`src/verilog/sdc_pkg.sv`:
```
// Overview of operation
// - Output is crystal/8 times M over N
// - Observe codes 0xx show chain, high, reference, loop
// - Observe code loads only from serial chain
// - Parallel strobe low clears observe code
// - Stream order: observe, output code, loop value
// - Each field shifted most significant bit first
// - Observe code 100 selects bypass mode
// - Bypass feeds shift clock into both dividers
// - Bypass loop counter duty need not be half
// - Fourteen bit chain shifts on shift clock rise
// - Serial strobe high makes latches follow chain
// - Parallel strobe low overrides, rising edge captures
// - Output code selects divide by 2,4,8,16
`default_nettype none
package sdc_pkg;
  // ----------------------------------------------------------------
  // Field sizes and chain layout
  // ----------------------------------------------------------------
  localparam int CHAIN_LEN = 14;
  localparam int OBS_W = 3;
  localparam int OUT_CODE_W = 2;
  localparam int LOOP_W = 9;
  localparam int OBS_POS = 11;
  localparam int OUT_CODE_POS = 9;
  localparam int LOOP_POS = 0;
  localparam int DIV_W = 9;
  // ----------------------------------------------------------------
  // Divider constants
  // ----------------------------------------------------------------
  localparam logic [8:0] REF_RATIO = 9'h008;
  localparam logic [8:0] OUT4_RATIO = 9'h004;
  localparam logic [8:0] OUT_BASE_RATIO = 9'h002;
  // ----------------------------------------------------------------
  // Observe codes
  // ----------------------------------------------------------------
  localparam logic [2:0] OBS_CHAIN = 3'h0;
  localparam logic [2:0] OBS_HIGH = 3'h1;
  localparam logic [2:0] OBS_REF = 3'h2;
  localparam logic [2:0] OBS_LOOP = 3'h3;
  localparam logic [2:0] OBS_BYPASS = 3'h4;
  localparam logic [2:0] OBS_LOW = 3'h5;
  localparam logic [2:0] OBS_BYP_LOOP = 3'h6;
  localparam logic [2:0] OBS_OUT4 = 3'h7;
  // ----------------------------------------------------------------
  // Register port map and reset values
  // ----------------------------------------------------------------
  localparam logic [7:0] CTRL_OFS = 8'h00;
  localparam logic [7:0] STATUS_OFS = 8'h04;
  localparam logic [7:0] CHAIN_OFS = 8'h08;
  localparam logic CTRL_RESET = 1'b1;
  localparam logic [13:0] CHAIN_RESET = 14'h0000;
  localparam logic [8:0] LOOP_RESET = 9'h000;
  localparam logic [1:0] OUT_CODE_RESET = 2'h0;
  localparam logic [2:0] OBS_RESET = 3'h0;
endpackage
`default_nettype wire

```
`src/verilog/sdc_divider.sv`:
```
`timescale 1ns/1ps
`default_nettype none
// Counts input events and forms a divided square wave; odd ratios skew duty
module sdc_divider #(
  parameter int W = 9
) (
  input wire logic clk_i,
  input wire logic rst_n_i,
  input wire logic tick_i,
  input wire logic [W-1:0] ratio_i,
  output logic div_o
);
  logic [W-1:0] count;
  wire wrap = (count >= ratio_i - W'(1));
  wire [W-1:0] next_count = wrap ? '0 : count + W'(1);
  wire next_div = (next_count < (ratio_i >> 1));
  wire usable = (ratio_i >= W'(2));

  // Advance only on an event, and only with a ratio of two or more
  always_ff @(posedge clk_i or negedge rst_n_i) begin
    if (!rst_n_i) begin
      count <= '0;
      div_o <= 1'b0;
    end else if (tick_i && usable) begin
      count <= next_count;
      div_o <= next_div;
    end
  end
endmodule // sdc_divider
`default_nettype wire

```
`src/verilog/sdc_top.sv`:
```
// The plain strobed port and the register offsets were chosen for this implementation.
`timescale 1ns/1ps
`default_nettype none
module sdc_top (
  input wire logic CLOCK_I,
  input wire logic RST_N_I,
  input wire logic CRYSTAL_CLK_I,
  input wire logic OSC_CLK_I,
  input wire logic SHIFT_CLK_I,
  input wire logic SHIFT_DATA_I,
  input wire logic SERIAL_LOAD_I,
  input wire logic PAR_LOAD_N_I,
  input wire logic [sdc_pkg::LOOP_W-1:0] PAR_LOOP_I,
  input wire logic [sdc_pkg::OUT_CODE_W-1:0] PAR_OUT_CODE_I,
  input wire logic [7:0] REG_ADDR_I,
  input wire logic [31:0] REG_WDATA_I,
  input wire logic REG_WR_I,
  input wire logic REG_RD_I,
  output logic [31:0] REG_RDATA_O,
  output logic SYNTH_OUT_O,
  output logic SYNTH_OUT_N_O,
  output logic OBSERVE_O,
  output logic PLL_COMPARE_CLOCK_O,
  output logic LOOP_FEEDBACK_O
);
  import sdc_pkg::*;

  // ----------------------------------------------------------------
  // Pin synchronisers
  // ----------------------------------------------------------------
  localparam int NSYNC = 6;
  logic [NSYNC-1:0] sync1;
  logic [NSYNC-1:0] sync2;
  logic [NSYNC-1:0] sync3;
  logic [LOOP_W-1:0] ploop1;
  logic [LOOP_W-1:0] ploop2;
  logic [OUT_CODE_W-1:0] pcode1;
  logic [OUT_CODE_W-1:0] pcode2;
  wire [NSYNC-1:0] pins = {PAR_LOAD_N_I, SERIAL_LOAD_I, SHIFT_DATA_I,
                           SHIFT_CLK_I, OSC_CLK_I, CRYSTAL_CLK_I};

  // Two flops per pin, a third only for edge detection
  always_ff @(posedge CLOCK_I or negedge RST_N_I) begin
    if (!RST_N_I) begin
      sync1 <= '0;
      sync2 <= '0;
      sync3 <= '0;
      ploop1 <= '0;
      ploop2 <= '0;
      pcode1 <= '0;
      pcode2 <= '0;
    end else begin
      sync1 <= pins;
      sync2 <= sync1;
      sync3 <= sync2;
      ploop1 <= PAR_LOOP_I;
      ploop2 <= ploop1;
      pcode1 <= PAR_OUT_CODE_I;
      pcode2 <= pcode1;
    end
  end

  wire xtal_rise = sync2[0] & ~sync3[0];
  wire osc_rise = sync2[1] & ~sync3[1];
  wire sclk_rise = sync2[2] & ~sync3[2];
  wire sdata = sync2[3];
  wire sload = sync2[4];
  wire pload_n = sync2[5];

  // ----------------------------------------------------------------
  // Serial chain and configuration latches
  // ----------------------------------------------------------------
  logic [CHAIN_LEN-1:0] chain;
  logic [LOOP_W-1:0] loop_val;
  logic [OUT_CODE_W-1:0] out_code;
  logic [OBS_W-1:0] obs_code;
  logic out_enable;

  // Shift on each shift clock rise; first bit ends at the top
  always_ff @(posedge CLOCK_I or negedge RST_N_I) begin
    if (!RST_N_I) begin
      chain <= CHAIN_RESET;
    end else if (sclk_rise) begin
      chain <= {chain[CHAIN_LEN-2:0], sdata};
    end
  end

  // Fields of the chain: observe first, then output code, then loop value
  wire [OBS_W-1:0] chain_obs = chain[OBS_POS +: OBS_W];
  wire [OUT_CODE_W-1:0] chain_code = chain[OUT_CODE_POS +: OUT_CODE_W];
  wire [LOOP_W-1:0] chain_loop = chain[LOOP_POS +: LOOP_W];

  // Parallel strobe low wins; serial strobe high follows the chain
  always_ff @(posedge CLOCK_I or negedge RST_N_I) begin
    if (!RST_N_I) begin
      loop_val <= LOOP_RESET;
      out_code <= OUT_CODE_RESET;
      obs_code <= OBS_RESET;
    end else if (!pload_n) begin
      loop_val <= ploop2;
      out_code <= pcode2;
      obs_code <= OBS_RESET;
    end else if (sload) begin
      loop_val <= chain_loop;
      out_code <= chain_code;
      obs_code <= chain_obs;
    end
  end

  // ----------------------------------------------------------------
  // Dividers
  // ----------------------------------------------------------------
  wire bypass = (obs_code == OBS_BYPASS) || (obs_code == OBS_BYP_LOOP);
  wire div_tick = bypass ? sclk_rise : osc_rise;
  wire [DIV_W-1:0] out_ratio = OUT_BASE_RATIO << out_code;
  wire ref_div;
  wire loop_div;
  wire out_div;
  wire out4_div;
  logic out_prev;
  wire out_rise = out_div & ~out_prev;

  // Crystal over eight forms the compare clock
  sdc_divider #(.W(DIV_W)) u_ref (
    .clk_i(CLOCK_I),
    .rst_n_i(RST_N_I),
    .tick_i(xtal_rise),
    .ratio_i(REF_RATIO),
    .div_o(ref_div)
  );

  // Loop counter; duty is skewed for odd loop values
  sdc_divider #(.W(DIV_W)) u_loop (
    .clk_i(CLOCK_I),
    .rst_n_i(RST_N_I),
    .tick_i(div_tick),
    .ratio_i(loop_val),
    .div_o(loop_div)
  );

  // Output divider by 2, 4, 8 or 16
  sdc_divider #(.W(DIV_W)) u_out (
    .clk_i(CLOCK_I),
    .rst_n_i(RST_N_I),
    .tick_i(div_tick),
    .ratio_i(out_ratio),
    .div_o(out_div)
  );

  // Output over four for the observe pin
  sdc_divider #(.W(DIV_W)) u_out4 (
    .clk_i(CLOCK_I),
    .rst_n_i(RST_N_I),
    .tick_i(out_rise),
    .ratio_i(OUT4_RATIO),
    .div_o(out4_div)
  );

  // ----------------------------------------------------------------
  // Observe selection
  // ----------------------------------------------------------------
  logic next_observe;

  // Pick the node shown on the observe pin
  always_comb begin
    case (obs_code)
      OBS_CHAIN: next_observe = chain[CHAIN_LEN-1];
      OBS_HIGH: next_observe = 1'b1;
      OBS_REF: next_observe = ref_div;
      OBS_LOOP: next_observe = loop_div;
      OBS_BYPASS: next_observe = loop_div;
      OBS_LOW: next_observe = 1'b0;
      OBS_BYP_LOOP: next_observe = loop_div;
      default: next_observe = out4_div;
    endcase
  end

  // ----------------------------------------------------------------
  // Register port
  // ----------------------------------------------------------------
  wire sel_ctrl = (REG_ADDR_I == CTRL_OFS);
  wire sel_status = (REG_ADDR_I == STATUS_OFS);
  wire sel_chain = (REG_ADDR_I == CHAIN_OFS);
  wire [31:0] status_word = {17'h00000, bypass, obs_code, out_code, loop_val};
  wire [31:0] read_mux = sel_ctrl ? {31'h00000000, out_enable} :
                         sel_status ? status_word :
                         sel_chain ? {18'h00000, chain} : 32'h00000000;
  wire [31:0] next_rdata = REG_RD_I ? read_mux : 32'h00000000;

  // Control write and one-cycle read answer
  always_ff @(posedge CLOCK_I or negedge RST_N_I) begin
    if (!RST_N_I) begin
      out_enable <= CTRL_RESET;
      REG_RDATA_O <= '0;
    end else begin
      if (REG_WR_I && sel_ctrl) begin
        out_enable <= REG_WDATA_I[0];
      end
      REG_RDATA_O <= next_rdata;
    end
  end

  // ----------------------------------------------------------------
  // Registered outputs
  // ----------------------------------------------------------------
  always_ff @(posedge CLOCK_I or negedge RST_N_I) begin
    if (!RST_N_I) begin
      out_prev <= 1'b0;
      SYNTH_OUT_O <= 1'b0;
      SYNTH_OUT_N_O <= 1'b1;
      OBSERVE_O <= 1'b0;
      PLL_COMPARE_CLOCK_O <= 1'b0;
      LOOP_FEEDBACK_O <= 1'b0;
    end else begin
      out_prev <= out_div;
      SYNTH_OUT_O <= out_enable & out_div;
      SYNTH_OUT_N_O <= ~(out_enable & out_div);
      OBSERVE_O <= next_observe;
      PLL_COMPARE_CLOCK_O <= ref_div;
      LOOP_FEEDBACK_O <= loop_div;
    end
  end
endmodule // sdc_top
`default_nettype wire
```
`config.mk`:
```
export PLATFORM = sky130hd
export DESIGN_NAME = sdc_top
export DESIGN_NICKNAME = d
export VERILOG_FILES = /design/src/verilog/sdc_pkg.sv /design/src/verilog/sdc_divider.sv /design/src/verilog/sdc_top.sv
export SDC_FILE = /design/constraint.sdc
export NUM_CORES = 1
export LEC_CHECK = 0
export ABC_AREA = 0
export ABC_CLOCK_PERIOD_IN_PS = 3400
export BUFFER_PORTS_ARGS = -buffer_cell sky130_fd_sc_hd__buf_2
export CAP_MARGIN = 20
export CORE_MARGIN = 4
export CORE_UTILIZATION = 34
export CTS_CLUSTER_DIAMETER = 100
export DETAILED_ROUTE_END_ITERATION = 8
export HOLD_SLACK_MARGIN = 0.12
export PLACE_DENSITY_LB_ADDON = 0.15
export REMOVE_ABC_BUFFERS = 1
export SLEW_MARGIN = 15
export SYNTH_ARGS = -nofsm -noshare
export SYNTH_HDL_FRONTEND = slang
export SYNTH_SLANG_ARGS = --single-unit
```
`constraint.sdc`:
```
create_clock -name CLOCK_I -period 3.4 [get_ports CLOCK_I]
set_input_delay 0.51 -clock CLOCK_I [delete_from_list [all_inputs] [get_ports CLOCK_I]]
set_output_delay 0.51 -clock CLOCK_I [all_outputs]
set_load 0.01 [all_outputs]
```
After elaboration in Yosys (flattened, before gate mapping):

Cells that the tools add are included.

* register bits after elaboration: 127
* input bits: 61
* output and inout bits: 37
* logic and storage cells: 86

* add/subtract/negate cells: 6
* $lt $le $gt $ge: 10
* eq/ne operators: 9
* shift-type cells: 1
* mux-type cells: 16
* bitwise logic cells: 10
* reductions and logical operators: 7

Operators with widths (number)
* 9-bit 2-to-1 mux: 6
* 15-bit 2-to-1 mux: 3
* 9-bit by 1-bit adder with 9-bit output, second input constant: 4
* 9-bit by 2-bit >= comparator with 1-bit output, second input constant: 3
* 9-bit >= comparator: 2
* 9-bit by 8-bit < comparator with 1-bit output: 2
* 9-bit by 1-bit subtractor with 9-bit output, second input constant: 2
* 14-bit 2-to-1 mux: 1
* 3-bit == test, second input constant: 3
* 9-bit by 3-bit >= comparator with 1-bit output, second input constant: 1
* 9-bit by 2-bit < comparator with 1-bit output, second input constant: 1
* 9-bit by 3-bit < comparator with 1-bit output, second input constant: 1
* 2-bit by 2-bit << shifter with 9-bit output, first input constant: 1
* 8-bit by 3-bit == test with 1-bit output, second input constant: 1
* 8-bit by 4-bit == test with 1-bit output, second input constant: 1
* 8-bit logical NOT: 1
* 3-bit by 2-bit == test with 1-bit output, second input constant: 2
* 3-bit 2-to-1 mux: 2
* 1-bit bitwise AND: 5
* 1-bit inverter: 5
* 1-bit one-hot mux with 5 select lines: 1
* 2-bit 2-to-1 mux: 2
* 3-bit by 1-bit == test with 1-bit output, second input constant: 1
* 1-bit logical AND: 3
* 5 further kinds: 5

Depth between registers and ports, before layout:

Gate-level depths: netlist of the first run.

* depth after elaboration: 5
* gate-level depth with buffers: 17

Hierarchy:

From an unflattened synthesis of the first run, not the netlist that was laid out.

* cell total of the unflattened synthesis: 785
* area, all modules: 7900.1 um^2

Modules (own cells, without submodules)
* sdc_top: times used 1, cells each 227, area an instance 3246.9 um^2
* sdc_divider at u_out: times used 1, cells each 141, area an instance 1183.6 um^2
* sdc_divider at u_ref: times used 1, cells each 139, area an instance 1172.4 um^2
* sdc_divider at u_out4: times used 1, cells each 140, area an instance 1156.1 um^2
* sdc_divider at u_loop: times used 1, cells each 138, area an instance 1141.1 um^2

Worst setup path after synthesis of the first run:

OpenSTA, ideal clock, no wires.

* path kind: reg2reg
* from: reg loop_val[2]
* to: reg u_loop.div_o
* arrival: 3484 ps
* data required time: 3279 ps
* slack: -204 ps
* stages on the path, launching flop included: 18
* path through: dfrtp_1 -> buf_6 -> or4_4 -> nor3_4 -> nand2_1 -> xnor2_1 -> ha_1 -> nand2_1 -> or3_1 -> buf_1 -> nand2_2 -> a21oi_1 -> ha_1 -> o21ai_0 -> o2bb2ai_1 -> nor4bb_1 -> o211ai_1 -> a22o_1

* longest elaborated chain between the ends: 4
* elaborated cells between the ends (all ways): 6
* those cells by class: add/sub (1); order compare (3); mux (1); reduce/logical (1)

Ends and longest elaborated chain
* start, declared: line sdc_top.sv:74 `logic [LOOP_W-1:0] loop_val;`
* start signal, assigned: line sdc_top.sv:100 `loop_val <= ploop2;`
* start signal, assigned: line sdc_top.sv:104 `loop_val <= chain_loop;`
* 9-bit by 1-bit subtractor with 9-bit output: line sdc_divider.sv:14 `wire wrap = (count >= ratio_i - W'(1));`
* 9-bit >= comparator: line sdc_divider.sv:14
* 9-bit 2-to-1 mux: line sdc_divider.sv:15 `wire [W-1:0] next_count = wrap ? '0 : count + W'(1);`
* named net u_loop.next_count[6]: line sdc_divider.sv:15
* 9-bit by 8-bit < comparator with 1-bit output: line sdc_divider.sv:16 `wire next_div = (next_count < (ratio_i >> 1));`
* end signal, assigned: line sdc_divider.sv:26 `div_o <= next_div;`
* end, declared: line sdc_divider.sv:11 `output logic div_o`

The timed path passes the listed nets, and every way through them passes these cells.
A chain may end at the register's enable or synchronous reset.

Final worst setup path of the first run:

* from: reg loop_val[5]
* to: reg u_loop.div_o

The elaborated chain is that of the path after synthesis.

==> impl_results.md, run 1 <==
- Pins Over Slew Limit: 0
- Final setup viols: 1
- DRT Pass-1 Iters: 4
- CTS Hold Buffers Added: 0
- Synth top area share: 0.550
- H-tree depth: 4
- Port bufs: ~50
- Final Cell Area: 7020 um^2
- Vias post-DR: 3817
- Fill count: 1609
- Mean Syn Cell Area: between 10 and 15 um^2
- PD cells: 809 nW/um^2
- Worst EP arrival: 3.84 ns
- CP max FO: 7
- Worst hold path class: in2async
- Setup ws final: -0.136 ns
- Core Box Area: 16500 um^2
- GP Congestion: about 0.84
- Synth async-reset ratio: 1.00
- CTS Buffer Depth: 2
- Synth top area cells: dfrtp_1 55%, ha_1 6.2%, mux2_2 3.6%
- Setup CP Type: reg2reg
- Dominant synthesized flop cell: dfrtp_1
- Sequential share of the synthesized area: 0.559
- Hpwl dp: 8230 um
- # IOs: 98
- Most flops, register: REG_RDATA_O
- Final period utilization: 1.04
- Wire per inst: 14.7 um
- Setup WS pre-CTS: -0.249 ns
- Crit path time final: 3.54 ns
- Vias in the first global route: 3873
- Die X: 137 um
- Max incr delay on CP: 0.58 ns
- First-pass GRT wire length: 19600 um
- Fin. Hold Viols: 0
- Area grow syn2layout: 23.5%
- Iteration-0 DRC Markers: about 160
- Outcome: complete, but fails checks
- Total track usage: 0.135
- Synth Register Bits: 127
- Top layer in use: met4
- Sequential cell area: 3180 um^2
- DR vias/cell: 4.70
- Clk root buf: clkbuf_16
- Max Freq: 283 MHz
- Distinct cells, synth: 54
- Startpoint Class: register
- Area leader, netlist: dfrtp_1
- Slew @ Worst Pin: slightly below 0.9 ns
- Headroom to the max-slew limit: 0.424
- Cell Rows: between 40 and 50
- Placed cell area: 6230 um^2
- EDFF count, synth: 0
- Clock transition at path regs: 0.06 ns
- Clk_lat worst skew: between 0.4 and 0.5 ns
- Max reg flops: 15
- Final ANT Viol Nets: 0
- Worst VDD drop: 0.425 mV
- Ant. Diodes: 0
- Starting Density: 0.345
- Die height: 137 um
- Met2 routed WL: 5430 um
- Leak Pwr: 0.00331 uW
- Post-Route WL: 11900 um
- # DRC: 0
- Die area: 18900 um^2
- Cell mode on critical path: nand2_2
- Crit-path slowest cell: or4_4
- Number of synthesis warnings: 0
- CTS tree: yes
- Crit path cell chain: or4_4 -> nor3_4 -> nand2_2 -> xnor2_2 -> ha_1 -> nand2_2 -> or3_4 -> nand2_8 -> a21oi_4 -> ha_4 -> o21ai_2 -> o2bb2ai_4 -> nor4bb_4 -> o211ai_1 -> a22o_1
- Commonest non-fill, non-tap cell in the layout: dfrtp_1
- Failing checks: negative setup slack
- Largest net degree at the start of global routing: 63
- Area of the multi-input gates: 2450 um^2
- Initial antenna violation count: 0
- Final #Nets: 668
- Crit. End Element: register
- Synthesized area: 5690 um^2
- CTS buffer count: 17
- Setup Skew: 0.00719 ns
- RSZ-0062 raised after global routing: yes
- CTS Sinks: 127
- Ratio of cells with drive above 1 in the final layout: 0.262
- Critical Path RT: 3.70 ns
- Most frequent cells in the layout: 125 x dfrtp_1, 50 x nor2_1, 48 x buf_2, 29 x nand2_1
- Max Cap Viol: 0
- Cells after Synth: 501
- FF-to-FF setup slack: -0.14 ns
- GR Overflow Total: 0
- WL met3: 471 um
- Wire length on met1: 5800 um
- Largest registers: REG_RDATA_O x15, chain x14
-- logic make-up (layout without fill, tap and decap cells) --
kind of cell,count (synthesis),count (layout),share of synthesized area
compound gates,86,86,0.102
other cells,1,17,0.000659
fa+ha+maj,28,28,0.0616
simple gates,166,166,0.150
xor+xnor,10,10,0.0154
buf+inv,49,124,0.0477
mux,34,34,0.0638
flops,127,127,0.559
-- power by group --
| part | switching (uW) | internal, uW |
|---|---|---|
| Clock | 672 | 1120 |
| Sequential | 306 | 1780 |
| Combinational | 903 | 906 |
-- layout make-up --
type                       instances  share of cell area
tap                              220              0.0392
timing repair buffer              75              0.0666
clock buffer                      19              0.0645
clock inverter                    13              0.0196
inverter                          17             0.00908
sequential                       127               0.453
multi-input combinational        341               0.348
-- synthesized netlist by cell type (3+ instances only) --
library cell	instances
buf_2	7
a21o_1	3
or3_1	3
a31oi_1	4
o31ai_1	8
xnor2_1	8
dfrtp_1	125
a21oi_1	23
and3_1	4
and2_1	20
ha_1	28
nor3_1	7
buf_4	17
a22oi_1	12
mux2_2	18
nand3_1	9
nand2b_1	9
inv_1	17
a32oi_1	6
nor2b_1	12
clkbuf_1	5
nand2_1	31
nor2_1	54
o21ai_0	15
mux2i_1	16
nor4_1	6
-- per-stage QoR --
stage / total power (uW) / TNS, ns / std cells / utilization / hold WS [ns]
detailed placement: 3560 / -0.249 / 773 / 0.378 / 0.335
CTS: 5490 / -0.183 / 808 / 0.418 / 0.175
floorplan: 3060 / -0.129 / 485 / - / 0.214
global placement: 3500 / -0.144 / 773 / 0.378 / 0.333
global route: 6080 / -0.309 / 812 / 0.427 / 0.170
finish: 5680 / -0.136 / 812 / 0.427 / 0.195
-- path summary, 6_finish.rpt --
check                             startpoint               to  depth (start not counted)
worst max-delay path             loop_val[5]     u_loop.div_o                         15
worst min register to register     ploop1[1]        ploop2[1]                          0
worst max register to register   loop_val[5]     u_loop.div_o                         15
min in group CLOCK_I            SHIFT_DATA_I         sync1[3]                          1
max in group asynchronous            RST_N_I      loop_val[6]                          2
worst min-delay path                 RST_N_I  u_out4.count[6]                          1
-- metal layers --
metal / GRT usage / up-vias
met5: 0 / -
met4: 0.0582 / 0
met3: 0.0398 / 17
met2: 0.202 / 69
met1: 0.183 / 1854
li1: - / 1877
-- critical path: cells and delay by family (launching register included) --
family,cells,cell delay [ns]
AOI/OAI and AO/OA,5,0.59
xor gates and xnor gates,1,0.14
and+or+nand+nor,7,1.71
DFF,1,0.38
adders and majority gates,2,0.60
-- repair_timing --
item | CTS | global route
hold endpoints to repair | 0 | 0
buffers inserted | 3 | 4
pin swaps | 11 | 16
resized for setup | 12 | 17
endpoints found under the setup margin | 1 | 1
Power figures use the tool's default switching activity.
==> inputs of run 2 (changes only) <==
RECOVER_POWER = 50   (was unset)
==> impl_results.md, run 2 (synthesis gave the netlist of run 1 again) <==
- Outcome: complete, but fails checks (unchanged)
- Failing checks: max-capacitance violations, max-slew violations, negative setup slack (was negative setup slack)
- RSZ-0062 raised after global routing: yes (unchanged)
- Port bufs: 49 (unchanged)
- Final #Nets: 668 (unchanged)
- DRT Pass-1 Iters: 4 (unchanged)
- Cells on worst reg2reg path: 15 (unchanged)
- Most flops, register: REG_RDATA_O (unchanged)
- Fin. Hold Viols: 0 (unchanged)
- CTS buffer count: 17 (unchanged)
- Initial antenna violation count: 0 (unchanged)
- Die height: 137 um (unchanged)
- GR Overflow Total: 0 (unchanged)
- Clock share of power: 0.315 (about the same)
- Largest registers: REG_RDATA_O x15, chain x14 (unchanged)
- Vias post-DR: 3814 (was 3817)
- Beginning of the worst register-to-register path: loop_val[5] (unchanged)
- Max reg flops: 15 (unchanged)
- Core Box Area: 16500 um^2 (unchanged)
- Dpl cells: 773 (unchanged)
- WP buf/inv: 0 (unchanged)
- CP max FO: 7 (unchanged)
- H-tree depth: 4 (unchanged)
- # IOs: 98 (unchanged)
- CTS Buffer Depth: 2 (unchanged)
- Crit-path slowest cell: or4_4 (unchanged)
- Finished Layout Cells: 812 (unchanged)
- Die X: 137 um (unchanged)
- Clk root buf: clkbuf_16 (unchanged)
- Headroom to the max-slew limit: -0.0848 (was 0.424)
- Starting Density: 0.345 (unchanged)
- Final Power: 5680 uW (about the same)
- Hpwl dp: 8230 um (unchanged)
- Setup WS pre-CTS: -0.249 ns (unchanged)
- Crit. End Element: register (unchanged)
- First-pass GRT wire length: 19600 um (unchanged)
- Cell Rows: 47 (unchanged)
- Hold wc startpoint: SHIFT_DATA_I
- CTS tree: yes (unchanged)
- Leak Pwr: 0.00330 uW (was 0.00331 uW)
- Area grow syn2layout: 23.3% (was 23.5%)
- CTS Sinks: 127 (unchanged)
- Max incr delay on CP: 0.58 ns (about the same)
- Die area: 18900 um^2 (unchanged)
- Pins Over Slew Limit: 62 (was 0)
- CTS Hold Buffers Added: 0 (unchanged)
- Wire per inst: 14.7 um (unchanged)
- Most frequent cells in the layout: 125 x dfrtp_1, 50 x nor2_1, 48 x buf_2, 29 x nand2_1, 25 x ha_1 (was 125 x dfrtp_1, 50 x nor2_1, 48 x buf_2, 29 x nand2_1)
- Setup Skew: 0.00715 ns (was 0.00719 ns)
- Post-Route WL: 11900 um (unchanged)
- Iteration-0 DRC Markers: 176 (was 164)
- Final ANT Viol Nets: 0 (unchanged)
- Sequential power share: 0.367 (about the same)
- Crit path cell chain: or4_4 -> nor3_4 -> nand2_2 -> xnor2_2 -> ha_1 -> nand2_2 -> or3_4 -> nand2_8 -> a21oi_4 -> ha_4 -> o21ai_2 -> o2bb2ai_4 -> nor4bb_4 -> o211ai_1 -> a22o_1 (unchanged)
- Vias in the first global route: 3873 (unchanged)
- Crit path max-delay family: simple AND/OR/NAND/NOR gates (unchanged)
- Hold Path Sink: sync1[3]
- Internal power: 3800 uW (about the same)
- Startpoint Class: register (unchanged)
- Setup CP Type: reg2reg (unchanged)
- Clock transition at path regs: 0.06 ns (about the same)
- Max Freq: 283 MHz (about the same)
- Fill count: 1612 (was 1609)
- Final period utilization: 1.04 (about the same)
- FF-to-FF setup slack: -0.13 ns (was -0.14 ns)
- Slew @ Worst Pin: 1.63 ns (was 0.864 ns)
- Final setup viols: 1 (unchanged)
- Total track usage: 0.135 (unchanged)
- Worst hold path class: in2reg (was in2async)
- DR vias/cell: 4.70 (about the same)
- Switching share of power: 0.331 (about the same)
- Worst VDD drop: 0.425 mV (about the same)
- Ratio of cells with drive above 1 in the final layout: 0.258 (was 0.262)
- Ant. Diodes: 0 (unchanged)
- Fin util: 0.426 (was 0.427)
- Worst EP arrival: 3.83 ns (was 3.84 ns)
- Combinational Power Share: 0.318 (about the same)
- GP Congestion: 0.835 (unchanged)
- # DRC: 0 (unchanged)
- Capturing point of the worst reg2reg path: u_loop.div_o (unchanged)
- Clk_lat worst skew: 0.42 ns (about the same)
- Largest net degree at the start of global routing: 63 (unchanged)
- Commonest non-fill, non-tap cell in the layout: dfrtp_1 (unchanged)
- Psw: 1880 uW (about the same)
- Hold path depth: 1
- Cell mode on critical path: nand2_2 (unchanged)
- PD cells: 810 nW/um^2 (was 809 nW/um^2)
- Critical Path RT: 3.70 ns (about the same)
- Setup ws final: -0.134 ns (was -0.136 ns)
- Crit path time final: 3.53 ns (was 3.54 ns)
- Max Cap Viol: 1 (was 0)
-- run 2: worst max-delay path by stage --
stage                     slack (ns)  depth (start not counted)            to   startpoint
after floorplan                -0.13                         15  u_loop.div_o  loop_val[5]
after CTS                      -0.18                         15  u_loop.div_o  loop_val[2]
after global routing           -0.31                         18  u_loop.div_o  loop_val[5]
final                          -0.13                         15  u_loop.div_o  loop_val[5]
after detailed placement       -0.25                         14  u_loop.div_o  loop_val[4]
after global placement         -0.14                         15  u_loop.div_o  loop_val[4]
-- run 2: power by group through the flow --
stage / Clock [uW] / Combinational, uW / Sequential, uW
floorplan: 0 / 1030 / 2030
global placement: 0 / 1390 / 2100
detailed placement: 0 / 1450 / 2110
CTS: 1840 / 1560 / 2080
global route: 1920 / 2030 / 2130
finish: 1790 / 1810 / 2090
-- run 2: layout make-up --
class	count	area [um^2]	share of cell area
Timing Repair Buffer	75	458	0.0653
Clock buffer	19	453	0.0646
Clock inverter	13	138	0.0196
Multi-Input combinational cell	341	2450	0.349
Sequential cell	127	3180	0.453
Tap cell	220	275	0.0392
Inverter	17	63.8	0.00910
-- run 2: routing by layer --
layer	track usage	up-vias	share of wire
met1	0.183	1853	0.49
li1	-	1876	-
met4	0.0582	0	0.021
met5	0	-	0
met2	0.202	68	0.45
met3	0.0398	17	0.040
-- run 2: what timing repair did --
action                                  CTS  global route
setup buffers                             3             4
cloned                                    0             0
endpoints found under the setup margin    1             1
pin swaps                                11            16
endpoints found under the hold margin     0             0
gates resized for setup                  12            17
-- run 2: worst register-to-register path: cells and delay by family (launching register included) --
kind	cells	cell delay [ns]
xor+xnor	1	0.14
simple gates	7	1.71
fa+ha+maj	2	0.60
compound gates	5	0.59
flops	1	0.38
-- run 2: per-stage QoR --
step | hold WS [ns] | TNS, ns | cell area (um^2)
after floorplan | 0.214 | -0.129 | 5540
after detailed placement | 0.335 | -0.249 | 6230
after global placement | 0.333 | -0.144 | 6230
after global routing | 0.170 | -0.309 | 7010
final | 0.196 | -0.134 | 7010
after CTS | 0.175 | -0.183 | 6890
==> inputs of run 3 (changes only) <==
RECOVER_POWER = 25   (was 50)
==> impl_results.md, run 3 (synthesis gave the netlist of run 1 again) <==
- FF-to-FF setup slack: -0.14 ns (was -0.13 ns)
- Vias in the first global route: 3873 (unchanged)
- Headroom to the max-slew limit: -0.106 (was -0.0848)
- Max reg flops: 15 (unchanged)
- Leak Pwr: 0.00331 uW (was 0.00330 uW)
- Max Cap Viol: 1 (unchanged)
- Die area: 18900 um^2 (unchanged)
- CP max FO: 7 (unchanged)
- Fin. Hold Viols: 0 (unchanged)
- Hold wc startpoint: SHIFT_DATA_I (unchanged)
- Largest registers: REG_RDATA_O x15, chain x14 (unchanged)
- Fill count: 1610 (was 1612)
- Hold path depth: 1 (unchanged)
- Startpoint Class: register (unchanged)
- Initial antenna violation count: 0 (unchanged)
- Iteration-0 DRC Markers: 164 (was 176)
- Starting Density: 0.345 (unchanged)
- Capturing point of the worst reg2reg path: u_loop.div_o (unchanged)
- Final setup TNS: -0.136 ns (was -0.134 ns)
- Die height: 137 um (unchanged)
- Port bufs: 49 (unchanged)
- Post-Route WL: 11900 um (about the same)
- Total track usage: 0.135 (unchanged)
- Final #Nets: 668 (unchanged)
- Slew @ Worst Pin: 1.66 ns (was 1.63 ns)
- Pins Over Slew Limit: 61 (was 62)
- Dpl cells: 773 (unchanged)
- Wire per inst: 14.7 um (about the same)
- H-tree depth: 4 (unchanged)
- Placed cell area: 6230 um^2 (unchanged)
- Failing checks: max-capacitance violations, max-slew violations, negative setup slack (unchanged)
- Setup Skew: 0.00719 ns (was 0.00715 ns)
- Clock transition at path regs: 0.06 ns (about the same)
- Final Cell Area: 7020 um^2 (was 7010 um^2)
- Ant. Diodes: 0 (unchanged)
- GP Congestion: 0.835 (unchanged)
- Critical Path RT: 3.70 ns (about the same)
- Clk_lat worst skew: 0.42 ns (about the same)
- CTS tree: yes (unchanged)
- Beginning of the worst register-to-register path: loop_val[5] (unchanged)
- Die X: 137 um (unchanged)
- Finished Layout Cells: 812 (unchanged)
- Crit. End Element: register (unchanged)
- First-pass GRT wire length: 19600 um (unchanged)
- GR Overflow Total: 0 (unchanged)
- Setup ws final: -0.136 ns (was -0.134 ns)
- Max Freq: 283 MHz (about the same)
- Most frequent cells in the layout: 125 x dfrtp_1, 50 x nor2_1, 48 x buf_2, 29 x nand2_1, 25 x ha_1 (unchanged)
- Area grow syn2layout: 23.4% (was 23.3%)
- Most flops, register: REG_RDATA_O (unchanged)
- Ratio of cells with drive above 1 in the final layout: 0.260 (was 0.258)
- Final setup viols: 1 (unchanged)
- Worst VDD drop: 0.425 mV (about the same)
- Worst EP arrival: 3.84 ns (was 3.83 ns)
- Fin util: 0.426 (about the same)
- Worst hold path class: in2reg (unchanged)
- Hold Path Sink: sync1[3] (unchanged)
- PD cells: 809 nW/um^2 (was 810 nW/um^2)
- Hpwl dp: 8230 um (unchanged)
- Setup CP Type: reg2reg (unchanged)
- Final period utilization: 1.04 (about the same)
- RSZ-0062 raised after global routing: yes (unchanged)
- Cells on worst reg2reg path: 15 (unchanged)
- DRT Pass-1 Iters: 4 (unchanged)
- # DRC: 0 (unchanged)
- Cell Rows: 47 (unchanged)
- Core Box Area: 16500 um^2 (unchanged)
- Vias post-DR: 3818 (was 3814)
- Outcome: complete, but fails checks (unchanged)
- Clk root buf: clkbuf_16 (unchanged)
- Largest net degree at the start of global routing: 63 (unchanged)
- Crit path time final: 3.54 ns (was 3.53 ns)
- # IOs: 98 (unchanged)
- DR vias/cell: 4.70 (about the same)
- CTS Buffer Depth: 2 (unchanged)
- Commonest non-fill, non-tap cell in the layout: dfrtp_1 (unchanged)
- Final ANT Viol Nets: 0 (unchanged)
- CTS buffer count: 17 (unchanged)
- CTS Sinks: 127 (unchanged)
## run 3: worst max-delay path by stage
stage / startpoint / endpoint / slack [ns] / cells after the start
4_1_cts: loop_val[2] / u_loop.div_o / -0.18 / 15
3_3_place_gp: loop_val[4] / u_loop.div_o / -0.14 / 15
2_1_floorplan: loop_val[5] / u_loop.div_o / -0.13 / 15
5_1_grt: loop_val[5] / u_loop.div_o / -0.31 / 18
6_report: loop_val[5] / u_loop.div_o / -0.14 / 15
3_5_place_dp: loop_val[4] / u_loop.div_o / -0.25 / 14
## run 3: repair_timing
item,CTS,global route
resized for setup,12,17
setup endpoints to repair,1,1
setup buffers,3,4
hold buffers,0,0
gates cloned,0,0
endpoints found under the hold margin,0,0
pin swaps,11,16
## run 3: power breakdown
group / switching (uW) / internal [uW]
logic: 903 / 906
clock network: 672 / 1120
registers: 306 / 1780
## run 3: stage by stage
stage          total power (uW)  setup slack (ns)  hold slack (ns)
3_5_place_dp               3560            -0.249            0.335
5_1_grt                    6080            -0.309            0.170
6_report                   5680            -0.136            0.195
3_3_place_gp               3500            -0.144            0.333
4_1_cts                    5490            -0.183            0.175
2_1_floorplan              3060            -0.129            0.214
## run 3: critical path: stages (launching register included)
cell and delay, ns:
dfrtp_1 0.38, or4_4 0.58, nor3_4 0.16, nand2_2 0.09, xnor2_2 0.14, ha_1 0.31, nand2_2 0.07, or3_4 0.42
nand2_8 0.12, a21oi_4 0.05, ha_4 0.29, o21ai_2 0.07, o2bb2ai_4 0.14, nor4bb_4 0.27, o211ai_1 0.13, a22o_1 0.20
## run 3: metal layers
metal / routed length, um / up-vias / part of all wire / GRT usage
met1: 5810 / 1855 / 0.49 / 0.183
li1: - / 1877 / - / -
met2: 5420 / 69 / 0.45 / 0.202
met5: 0 / - / 0 / 0
met4: 246 / 0 / 0.021 / 0.0582
met3: 471 / 17 / 0.039 / 0.0398
## run 3: layout make-up
class	instances	area [um^2]	share of cell area
clock buffers	19	453	0.0645
flip-flops and latches	127	3180	0.453
clock inverters	13	138	0.0196
well taps	220	275	0.0392
multi-input cells	341	2450	0.348
repair buffers	75	465	0.0663
inverters	17	63.8	0.00909
